$ cat config.mk
export PLATFORM = sky130hd
export DESIGN_NAME = muxed_bus_register_decoder
export DESIGN_NICKNAME = d
export VERILOG_FILES = /design/src/rtl/muxed_bus_register_decoder.v
export VERILOG_INCLUDE_DIRS = /design/src /design/src/rtl
export SDC_FILE = /design/constraint.sdc
export NUM_CORES = 1
export LEC_CHECK = 0
export ABC_CLOCK_PERIOD_IN_PS = 6900
export BUFFER_PORTS_ARGS = -buffer_cell sky130_fd_sc_hd__buf_2
export CORE_ASPECT_RATIO = 0.6
export CORE_MARGIN = 3
export CORE_UTILIZATION = 35
export DETAILED_ROUTE_END_ITERATION = 8
export GPL_TIMING_DRIVEN = 1
export PLACE_DENSITY = 0.65
export SYNTH_ARGS = -nofsm -noshare
export SYNTH_HDL_FRONTEND = slang
export SYNTH_SLANG_ARGS = --single-unit
$ cat constraint.sdc
create_clock -name clk_i -period 6.9 [get_ports clk_i]
set_input_delay 1.38 -clock clk_i [delete_from_list [all_inputs] [get_ports clk_i]]
set_output_delay 1.38 -clock clk_i [all_outputs]
set_load 0.03 [all_outputs]
$ cat src/rtl/reg_decoder_defines.vh
// Constants for the multiplexed-bus register decoder
`ifndef REG_DECODER_DEFINES_VH
`define REG_DECODER_DEFINES_VH

// Register indices within one channel
`define IDX_CMD          4'h0
`define IDX_STAT1        4'h1
`define IDX_VECTOR       4'h2
`define IDX_RX_CTRL      4'h3
`define IDX_MODE4        4'h4
`define IDX_TX_CTRL5     4'h5
`define IDX_FRAME_LOW    4'h6
`define IDX_CTRL7        4'h7
`define IDX_RX_DATA      4'h8
`define IDX_MASTER       4'h9
`define IDX_MISC10       4'ha
`define IDX_CLK11        4'hb
`define IDX_BAUD_LOW     4'hc
`define IDX_BAUD_HIGH    4'hd
`define IDX_MISC14       4'he
`define IDX_EXT_CFG      4'hf

// Captured address fields
`define ADDR_IDX_MSB     4
`define ADDR_IDX_LSB     1
`define ADDR_CHAN_LEFT   5
`define ADDR_CHAN_RIGHT  0

// Alignment command in the command pointer register, low two bits
`define CMD_ALIGN_LSB    0
`define CMD_ALIGN_MSB    1
`define CMD_SHIFT_LEFT   2'h2
`define CMD_SHIFT_RIGHT  2'h3

// Field positions in configuration registers
`define EXT_CFG_PRIME_EN 0
`define EXT_CFG_FIFO_EN  2
`define PRIME_EXT_READ   6

// Reset values
`define RST_BYTE         8'h00
`define RST_ALIGN_RIGHT  1'b0

// Packed status byte positions in the channel status input
`define ST_RR0           3'h0
`define ST_RR1           3'h1
`define ST_RR3           3'h2
`define ST_RR6           3'h3
`define ST_RR7           3'h4
`define ST_RR8           3'h5
`define ST_RR10          3'h6
`define ST_BYTES         7

`endif

$ cat src/rtl/muxed_bus_register_decoder.v
// Register decoder for a two-channel controller on a muxed address/data bus
`timescale 1ns/1ps
`default_nettype none
`include "reg_decoder_defines.vh"
// Bus cycle as seen from this block
//   Cycle 0: address strobe low, address on the shared lines.
//   Cycle 1: strobe high again; the address is latched at the edge that ends this cycle.
//   Cycle 2 on: write or read strobes use the latched address.
//   A strobe in the capture cycle itself still uses the old address.
//   Any number of accesses may follow one address phase.
//
// Limitations
//   The strobe is taken as a same-clock signal; a free-running host
//   on another clock needs its own synchroniser in front of this port.
//   The serial channels themselves live elsewhere; their status bytes
//   arrive packed on the two channel status inputs.
//   Writes to slots that no read path returns are kept anyway, but no
//   output port carries them, so the channel logic cannot pick them up.
//
module muxed_bus_register_decoder #(
  parameter DATA_W = 8
) (
  input  wire                      clk_i,
  input  wire                      sys_rst_i,
  input  wire                      addr_strobe_n_i,
  input  wire [DATA_W-1:0]         muxed_addr_data_bus_i,
  output reg  [DATA_W-1:0]         muxed_addr_data_bus_o,
  output reg                       muxed_addr_data_bus_oe_n_o,
  input  wire                      wr_strobe_i,
  input  wire                      rd_strobe_i,
  input  wire [8*`ST_BYTES-1:0]    chan_a_status_i,
  input  wire [8*`ST_BYTES-1:0]    chan_b_status_i,
  output reg                       shift_right_o,
  output reg  [DATA_W-1:0]         shared_vector_o,
  output reg  [DATA_W-1:0]         shared_master_ctrl_o
);

  // Per-channel write register files; index 2 and 9 slots stay unused
  reg  [DATA_W-1:0] wr_a_reg [0:15];
  reg  [DATA_W-1:0] wr_b_reg [0:15];
  reg  [DATA_W-1:0] ext_ctrl_prime_a_reg;
  reg  [DATA_W-1:0] ext_ctrl_prime_b_reg;
  reg  [DATA_W-1:0] addr_reg;
  reg               strobe_n_prev_reg;
  reg               align_right_reg;
  reg  [DATA_W-1:0] rd_data_next;
  wire              strobe_rise;
  wire              cur_chan_a;
  wire [3:0]        cur_idx;
  integer           k;

  // Channel select from the captured address; the other position is ignored
  function chan_sel;
    input [DATA_W-1:0] addr;
    input              right_mode;
    begin
      if (right_mode) begin
        chan_sel = addr[`ADDR_CHAN_RIGHT];
      end else begin
        chan_sel = addr[`ADDR_CHAN_LEFT];
      end
    end
  endfunction

  // Status byte picker from a packed channel status word
  function [DATA_W-1:0] status_byte;
    input [8*`ST_BYTES-1:0] st;
    input [2:0]             pos;
    begin
      status_byte = st[pos*8 +: 8];
    end
  endfunction

  // Address strobe edge; host logic shares our clock, so no synchroniser
  assign strobe_rise = addr_strobe_n_i & ~strobe_n_prev_reg;

  assign cur_chan_a = chan_sel(addr_reg, align_right_reg);
  assign cur_idx    = addr_reg[`ADDR_IDX_MSB:`ADDR_IDX_LSB];

  // Address capture
  // The previous strobe level resets high, the idle level of the pin,
  // so leaving reset never looks like a rising strobe.
  // Bits 7 and 6 are latched too but never decoded.
  always @(posedge clk_i) begin
    if (sys_rst_i) begin
      strobe_n_prev_reg <= 1'b1;
      addr_reg          <= `RST_BYTE;
    end else begin
      strobe_n_prev_reg <= addr_strobe_n_i;
      if (strobe_rise) begin
        addr_reg <= muxed_addr_data_bus_i;
      end
    end
  end

  // Alignment mode, held beside channel B command register
  // Only the two command codes move the mode, so software may write the
  // command register freely without knowing the current alignment.
  // A command byte written through channel A never touches the mode.
  // The new mode takes effect from the next cycle, and also re-decodes the address already latched.
  always @(posedge clk_i) begin
    if (sys_rst_i) begin
      align_right_reg <= `RST_ALIGN_RIGHT;
    end else if (wr_strobe_i && !cur_chan_a && cur_idx == `IDX_CMD) begin
      case (muxed_addr_data_bus_i[`CMD_ALIGN_MSB:`CMD_ALIGN_LSB])
        `CMD_SHIFT_LEFT:  align_right_reg <= 1'b0;
        `CMD_SHIFT_RIGHT: align_right_reg <= 1'b1;
        default:          align_right_reg <= align_right_reg;
      endcase
    end
  end

  // Write path: per-channel files, shared registers, prime register
  // Routing by index
  //   2: shared vector, whichever channel was addressed
  //   9: shared master control, whichever channel was addressed
  //   7: prime register while that channel's enable bit is set,
  //      otherwise the ordinary slot 7
  //   others: that channel's own slot
  // Slots 2 and 9 of the files are kept only to keep indexing simple;
  // the trade is two unused bytes per channel for a plain decode.
  always @(posedge clk_i) begin
    if (sys_rst_i) begin
      for (k = 0; k < 16; k = k + 1) begin
        wr_a_reg[k] <= `RST_BYTE;
        wr_b_reg[k] <= `RST_BYTE;
      end
      ext_ctrl_prime_a_reg <= `RST_BYTE;
      ext_ctrl_prime_b_reg <= `RST_BYTE;
      shared_vector_o      <= `RST_BYTE;
      shared_master_ctrl_o <= `RST_BYTE;
    end else if (wr_strobe_i) begin
      case (cur_idx)
        `IDX_VECTOR: shared_vector_o <= muxed_addr_data_bus_i;
        `IDX_MASTER: shared_master_ctrl_o <= muxed_addr_data_bus_i;
        `IDX_CTRL7: begin
          if (cur_chan_a) begin
            if (wr_a_reg[`IDX_EXT_CFG][`EXT_CFG_PRIME_EN]) begin
              ext_ctrl_prime_a_reg <= muxed_addr_data_bus_i;
            end else begin
              wr_a_reg[`IDX_CTRL7] <= muxed_addr_data_bus_i;
            end
          end else begin
            if (wr_b_reg[`IDX_EXT_CFG][`EXT_CFG_PRIME_EN]) begin
              ext_ctrl_prime_b_reg <= muxed_addr_data_bus_i;
            end else begin
              wr_b_reg[`IDX_CTRL7] <= muxed_addr_data_bus_i;
            end
          end
        end
        default: begin
          if (cur_chan_a) begin
            wr_a_reg[cur_idx] <= muxed_addr_data_bus_i;
          end else begin
            wr_b_reg[cur_idx] <= muxed_addr_data_bus_i;
          end
        end
      endcase
    end
  end

  // Read multiplexer with partial decoding and aliases
  // Read map per channel index (fifo = cfg bit 2, ext = prime bit 6)
  //    0  status 0
  //    1  status 1
  //    2  shared vector
  //    3  status 3
  //    4  ext ? written 4 : status 0
  //    5  ext ? written 5 : status 1
  //    6  fifo ? frame count low : shared vector
  //    7  fifo ? frame count high and fifo status : status 3
  //    8  receive data
  //    9  ext ? written 3 : written 13
  //   10  status 10
  //   11  ext ? written 10 : written 15
  //   12  written 12
  //   13  written 13
  //   14  ext ? prime register : written 14
  //   15  written 15
  // Extended read is taken on its own bit, whatever the fifo bit says.
  // No index falls through to an undefined byte.
  always @* begin : rd_mux
    reg [8*`ST_BYTES-1:0] st;
    reg [DATA_W-1:0]      w3;
    reg [DATA_W-1:0]      w4;
    reg [DATA_W-1:0]      w5;
    reg [DATA_W-1:0]      w10;
    reg [DATA_W-1:0]      w12;
    reg [DATA_W-1:0]      w13;
    reg [DATA_W-1:0]      w14;
    reg [DATA_W-1:0]      w15;
    reg [DATA_W-1:0]      prime;
    reg                   fifo_en;
    reg                   ext_rd;
    st      = cur_chan_a ? chan_a_status_i : chan_b_status_i;
    w3      = cur_chan_a ? wr_a_reg[`IDX_RX_CTRL] : wr_b_reg[`IDX_RX_CTRL];
    w4      = cur_chan_a ? wr_a_reg[`IDX_MODE4] : wr_b_reg[`IDX_MODE4];
    w5      = cur_chan_a ? wr_a_reg[`IDX_TX_CTRL5] : wr_b_reg[`IDX_TX_CTRL5];
    w10     = cur_chan_a ? wr_a_reg[`IDX_MISC10] : wr_b_reg[`IDX_MISC10];
    w12     = cur_chan_a ? wr_a_reg[`IDX_BAUD_LOW] : wr_b_reg[`IDX_BAUD_LOW];
    w13     = cur_chan_a ? wr_a_reg[`IDX_BAUD_HIGH]
                         : wr_b_reg[`IDX_BAUD_HIGH];
    w14     = cur_chan_a ? wr_a_reg[`IDX_MISC14] : wr_b_reg[`IDX_MISC14];
    w15     = cur_chan_a ? wr_a_reg[`IDX_EXT_CFG] : wr_b_reg[`IDX_EXT_CFG];
    prime   = cur_chan_a ? ext_ctrl_prime_a_reg : ext_ctrl_prime_b_reg;
    fifo_en = w15[`EXT_CFG_FIFO_EN];
    ext_rd  = prime[`PRIME_EXT_READ];
    case (cur_idx)
      `IDX_CMD:       rd_data_next = status_byte(st, `ST_RR0);
      `IDX_STAT1:     rd_data_next = status_byte(st, `ST_RR1);
      `IDX_VECTOR:    rd_data_next = shared_vector_o;
      `IDX_RX_CTRL:   rd_data_next = status_byte(st, `ST_RR3);
      `IDX_MODE4:     rd_data_next = ext_rd ? w4
                                     : status_byte(st, `ST_RR0);
      `IDX_TX_CTRL5:  rd_data_next = ext_rd ? w5
                                     : status_byte(st, `ST_RR1);
      `IDX_FRAME_LOW: rd_data_next = fifo_en ? status_byte(st, `ST_RR6)
                                     : shared_vector_o;
      `IDX_CTRL7:     rd_data_next = fifo_en ? status_byte(st, `ST_RR7)
                                     : status_byte(st, `ST_RR3);
      `IDX_RX_DATA:   rd_data_next = status_byte(st, `ST_RR8);
      `IDX_MASTER:    rd_data_next = ext_rd ? w3 : w13;
      `IDX_MISC10:    rd_data_next = status_byte(st, `ST_RR10);
      `IDX_CLK11:     rd_data_next = ext_rd ? w10 : w15;
      `IDX_BAUD_LOW:  rd_data_next = w12;
      `IDX_BAUD_HIGH: rd_data_next = w13;
      `IDX_MISC14:    rd_data_next = ext_rd ? prime : w14;
      default:        rd_data_next = w15;
    endcase
  end

  // Read answer: enable stands for the one cycle after the strobe, data until the next read
  // Data is latched only on a read, so the lines keep the last answer
  // while the host drives them; the enable alone says who owns them.
  always @(posedge clk_i) begin
    if (sys_rst_i) begin
      muxed_addr_data_bus_o      <= `RST_BYTE;
      muxed_addr_data_bus_oe_n_o <= 1'b1;
    end else begin
      muxed_addr_data_bus_oe_n_o <= ~rd_strobe_i;
      if (rd_strobe_i) begin
        muxed_addr_data_bus_o <= rd_data_next;
      end
    end
  end

  // Mode shown to the rest of the chip
  always @(posedge clk_i) begin
    if (sys_rst_i) begin
      shift_right_o <= `RST_ALIGN_RIGHT;
    end else begin
      shift_right_o <= align_right_reg;
    end
  end

endmodule // muxed_bus_register_decoder
`default_nettype wire

; ---- Word level (Yosys, flattened, before mapping)
; Memory sizes are Yosys's and may differ from the RTL's.
; Index checks and enable logic that the tools add are counted.
[totals]
regBits = 50
ram_bits = 256
in_bits = 125
output_inout_bits = 26
wordCells = 99
mem_count = 2
[op_classes]
n_eq_ne = 16
n_mux = 52
n_bitwise = 6
n_reduce_logical = 13
[memory_table]
columns = name, words, width, rd, rd_ports_with_merged_regs, wr, line
row1 = wr_a_reg, 16, 8, 8, 0, 16, muxed_bus_register_decoder.v:39  ; reg [DATA_W-1:0] wr_a_reg [0:15];
row2 = wr_b_reg, 16, 8, 8, 0, 16, muxed_bus_register_decoder.v:40  ; reg [DATA_W-1:0] wr_b_reg [0:15];
[ops]
columns = cell, count
row1 = $mux W8, 20
row2 = $pmux W8 S15, 1
row3 = $mux W56, 1
row4 = $eq A4 B4 Y1 const B, 7
row5 = $mux W1, 27
row6 = $eq A4 B3 Y1 const B, 4
row7 = $reduce_or A8 Y1, 2
row8 = $eq A4 B2 Y1 const B, 2
row9 = $mux W4, 2
row10 = $reduce_and A4 Y1, 2
row11 = $reduce_and A2 Y1, 3
row12 = $eq A2 B2 Y1 const B, 2
row13 = $eq A4 B1 Y1 const B, 1
row14 = $logic_not A4 Y1, 1
row15 = $not A1 Y1, 3
row16 = $reduce_or A3 Y1, 1
row17 = $logic_and A1 B1 Y1, 2
row18 = $or A1 B1 Y1, 2
row19 = $pmux W1 S2, 1
row20 = $reduce_bool A2 Y1, 1
row21 = $and A1 B1 Y1, 1
row22 = $logic_not A1 Y1, 1

; ---- Logic depth before layout (Yosys ltp)
[logic_depth]
ltp_word = 8
mapped_depth = 9
depth_no_buf = 6

; ---- Worst setup path after synthesis
; OpenSTA, ideal clock, no wires.
[synth_timing]
path_type = input to register
start = input sys_rst_i
end = memory wr_b_reg[12][0], enable pin
setup_ns = 0.309
arrival_time_ns = 2.502
required_ns = 6.591
path_slack_ns = 4.089
path_stages = 5
path_buffers = 1
path_cell_list = clkbuf_1 > a2111oi_4 > nand2_4 > nor2_4 > or2_2
[synth_rtl]
columns = element, line
row1 = "start, declared", muxed_bus_register_decoder.v:24  ; input wire sys_rst_i,
row2 = "end, declared", muxed_bus_register_decoder.v:40

; ---- Worst setup path in the final report
[layout_timing]
start = register align_right_reg
end = register muxed_addr_data_bus_o[2]
[layout_via]
elab_chain_len = 4
elab_cells_between_ends = 19
cone_classes = mux (19)
[layout_rtl]
columns = element, line
row1 = "start, declared", muxed_bus_register_decoder.v:45  ; reg align_right_reg;
row2 = "start signal, assigned", muxed_bus_register_decoder.v:103  ; align_right_reg <= `RST_ALIGN_RIGHT;
row3 = "start signal, assigned", muxed_bus_register_decoder.v:108  ; default: align_right_reg <= align_right_reg;
row4 = $mux W1 (*), muxed_bus_register_decoder.v:57  ; if (right_mode) begin
row5 = "$mux W8, or another cell as far along", muxed_bus_register_decoder.v:203  ; w14 = cur_chan_a ? wr_a_reg[`IDX_MISC14] : wr_b_reg[`IDX_MISC14];
row6 = "$mux W8, or another cell as far along", muxed_bus_register_decoder.v:227  ; `IDX_MISC14: rd_data_next = ext_rd ? prime : w14;
row7 = $pmux W8 S15 (*), muxed_bus_register_decoder.v:208  ; case (cur_idx)
row8 = "end signal, assigned", muxed_bus_register_decoder.v:237  ; muxed_addr_data_bus_o <= `RST_BYTE;
row9 = "end signal, assigned", muxed_bus_register_decoder.v:242  ; muxed_addr_data_bus_o <= rd_data_next;
row10 = "end, declared", muxed_bus_register_decoder.v:27  ; output reg [DATA_W-1:0] muxed_addr_data_bus_o,
; Mark *: on every way between the ends. The rest lies on a longest branch, timed or not.
; A chain may end at the register's enable or synchronous reset.

==> qor.yml <==
flow_run:
  drv_cap: 0
worst_setup_path:
  critical-path-slowest-cell: "buf_4"
  cp_num_buf_inv: 1
  reg2reg_to: "muxed_addr_data_bus_o[2]"
  r2r_cells: 7
  slowest_delay_ns: 0.85
  startpoint_type: "flop"
  critPathKind: "reg2reg"
  required_ns: 7.24
  timing.rr.start: "align_right_reg"
  crit_chain: "mux2_8 -> buf_4 -> mux2i_1 -> o22ai_1 -> a2111oi_0 -> o211ai_1 -> a22o_1"
  endpoint_kind: "flop"
  rrSetupSlack_ns: 3.25
  critPathMaxFanout: 62
  path_delay_family: "compound AO/OA/AOI/OAI gates"
  critPathArrivalTime_ns: 3.99
timing:
  fin_setup_tns_ns: 0
  final_hold_viol_count: 0
  max_freq_mhz: 274
  layout_worst_path_cycle_share_pct: 52.9
  tightest_slew_ns: 1.04
  setup_viol: 0
  period_minus_slack_ns: 3.65
  fin_skew_ns: 0.00944
  finalMaxSlewViolations: 0
  maxSlewHeadroom_pct: 29.8
  rsz0062_at_grt: "no"
power:
  ir_drop_uv: 128
  clockPowerShare_pct: 40.3
  p_sw_share_pct: 25.2
  p_sw_uw: 610
  fin_total_pwr_uw: 2420
  p_seq_share_pct: 49.5
  intPower_uw: 1810
  comb_power_share_pct: 10.1
  leakage_uw: 0.00415
  power_density_nw_per_um2: 215
min_path:
  holdCritPathClass: "reg2reg"
  holdPathStages: 2
  hold_path.startpoint: "shared_master_ctrl_o[6]"
  hold_end: "shared_master_ctrl_o[6]"
routing:
  drc: 0
  ant_nets: 0
  vias: 8021
  finalWirelength_mm: 34.5
  wl_per_cell_um: 24.8
  first_pass_iters: 6
  vias_per_cell: 5.77
  drt_iter0_markers: 996
logic_synthesis:
  synthDistinctLibCells: 57
  synthesis.nets: 1033
  ys_ff_latch: 178
  synthFlopType: "edfxtp_1"
  synthCells: 908
  synth-async-reset-ratio_pct: 0
  ys_warn_count: 0
  synth_area_per_cell_sq_um: 10.7
  synth_edf_count: 128
  netlist_area_sq_um: 9680
  ys_seq_area_share_pct: 50.1
cts:
  clk_latency_ns: 0.45
  numCtsBuffers: 17
  clkTransAtPathRegs_ns: 0.07
  postCtsSetupBuffers: 0
  ctsResizeCount: 0
  cts_hold_buf: 0
  cts.sinks: 178
  h-tree-depth: 4
  cts_tree: "yes"
  cts-root-buf: "clkbuf_16"
  clockBufferDepth: 2
layout:
  area_delta_synth_final_pct: 16.2
  fin_area_sq_um: 11200
  final_nets: 1141
  nFillCells: 2584
  drive_gt1_share_pct: 23.0
grt:
  overflow: 0
  antenna_found_initial: 0
  grt_pass1_vias: 7390
  grt_pass1_wl_mm: 48.7
  grt_max_degree: 63
  grt_usage_pct: 22.8
floorplan:
  dieArea_sq_um: 29700
  initial_core_util_pct: 36.1
  rows: 46
  ios: 151
  die_x_um: 221
  coreArea_sq_um: 26800
  die_height_um: 135
placed_design:
  hpwl_mm: 24.6
  globalplace.congestion: 0.957
  portBuffers: 150
  place_area_sq_um: 10700
run_status:
  status: "completed"
==> routing by layer <==
layer	vias up	GRT usage (%)	share of wire (%)
met2	533	31.6	41
met4	2	7.28	2.4
li1	3562	-	-
met3	56	8.37	14
met1	3868	32.6	43
met5	-	1.83	0.20
==> Yosys cell counts (5+ instances only) <==
| master | n | share of area (%) |
|---|---|---|
| edfxtp_1 | 128 | 40 |
| dfxtp_1 | 50 | 10 |
| nand2_1 | 77 | 3.0 |
| inv_1 | 8 | 0.31 |
| o21ai_0 | 16 | 0.83 |
| a211oi_1 | 10 | 0.78 |
| a22o_1 | 6 | 0.54 |
| nor4_1 | 16 | 1.0 |
| nor2_4 | 16 | 1.9 |
| a22oi_1 | 12 | 0.93 |
| a21oi_1 | 44 | 2.3 |
| mux2i_1 | 113 | 12 |
| or2_2 | 18 | 1.2 |
| nand3_1 | 19 | 0.98 |
| nor2_1 | 39 | 1.5 |
| buf_1 | 7 | 0.27 |
| and2_1 | 129 | 8.3 |
| clkbuf_1 | 38 | 1.5 |
| and3_1 | 5 | 0.32 |
| o221ai_1 | 10 | 0.90 |
| nor2b_1 | 16 | 1.0 |
| buf_2 | 15 | 0.78 |
| o22ai_1 | 36 | 2.3 |
==> cells in the final DEF, fill, tap and decap left out, types with 36 or more instances in the layout <==
cell and count:
nor2_1 39, edfxtp_1 128, a21oi_1 44, and2_1 129, o22ai_1 36, dfxtp_1 50
nand2_1 77, mux2i_1 112, buf_2 150
==> worst max-delay path by stage <==
stage / depth (start not counted) / end / from / slack (ns)
2_1_floorplan: 5 / wr_b_reg[12][0] / sys_rst_i / 4.09
3_3_place_gp: 7 / muxed_addr_data_bus_o[2] / align_right_reg / 3.37
3_5_place_dp: 7 / muxed_addr_data_bus_o[2] / align_right_reg / 3.34
4_1_cts: 7 / muxed_addr_data_bus_o[2] / align_right_reg / 3.34
5_1_grt: 7 / muxed_addr_data_bus_o[2] / align_right_reg / 3.11
6_report: 7 / muxed_addr_data_bus_o[2] / align_right_reg / 3.25
==> final cells by class <==
type                            instances  area (sq um)  area share, %
Tap cell                              360           450           4.00
Clock inverter                         10          95.1          0.845
Sequential cell                       178          4840           43.1
Antenna cell                            1          2.50         0.0222
Clock buffer                           22           497           4.42
Timing Repair Buffer                  157           803           7.14
Inverter                                8          30.0          0.267
Multi-Input combinational cell        654          4530           40.2
==> power by group through the flow <==
stage                     registers (uW)  logic (uW)  clock network (uW)
after floorplan                     1220         129                   0
after global placement              1220         238                   0
after detailed placement            1220         240                   0
after CTS                           1200         242                 978
after global routing                1200         259                1030
final                               1200         246                 976
==> cells by family (layout without fill, tap and decap cells) <==
logic type	after synthesis	in the layout	synth area share [%]
AO/OA/AOI/OAI	168	168	11.8
multiplexers	122	122	13.1
flip-flops	178	178	50.1
other	0	1	0
AND/OR/NAND/NOR	364	364	21.6
buffers and inverters	76	197	3.54
==> worst min-delay path, stage by stage (launching register included) <==
cell,delay [ns]
dfxtp_1,0.32
mux2i_1,0.06
nor2_1,0.07
==> per-stage QoR <==
stage	hold WS (ns)	setup WS [ns]	util (%)	cells
floorplan	0.448	4.09	-	908
CTS	0.495	3.34	41.9	1389
global route	0.513	3.11	41.9	1389
global placement	0.474	3.37	39.7	1357
finish	0.490	3.25	41.9	1390
detailed placement	0.480	3.34	39.7	1357
(Power assumes the default switching activity.)
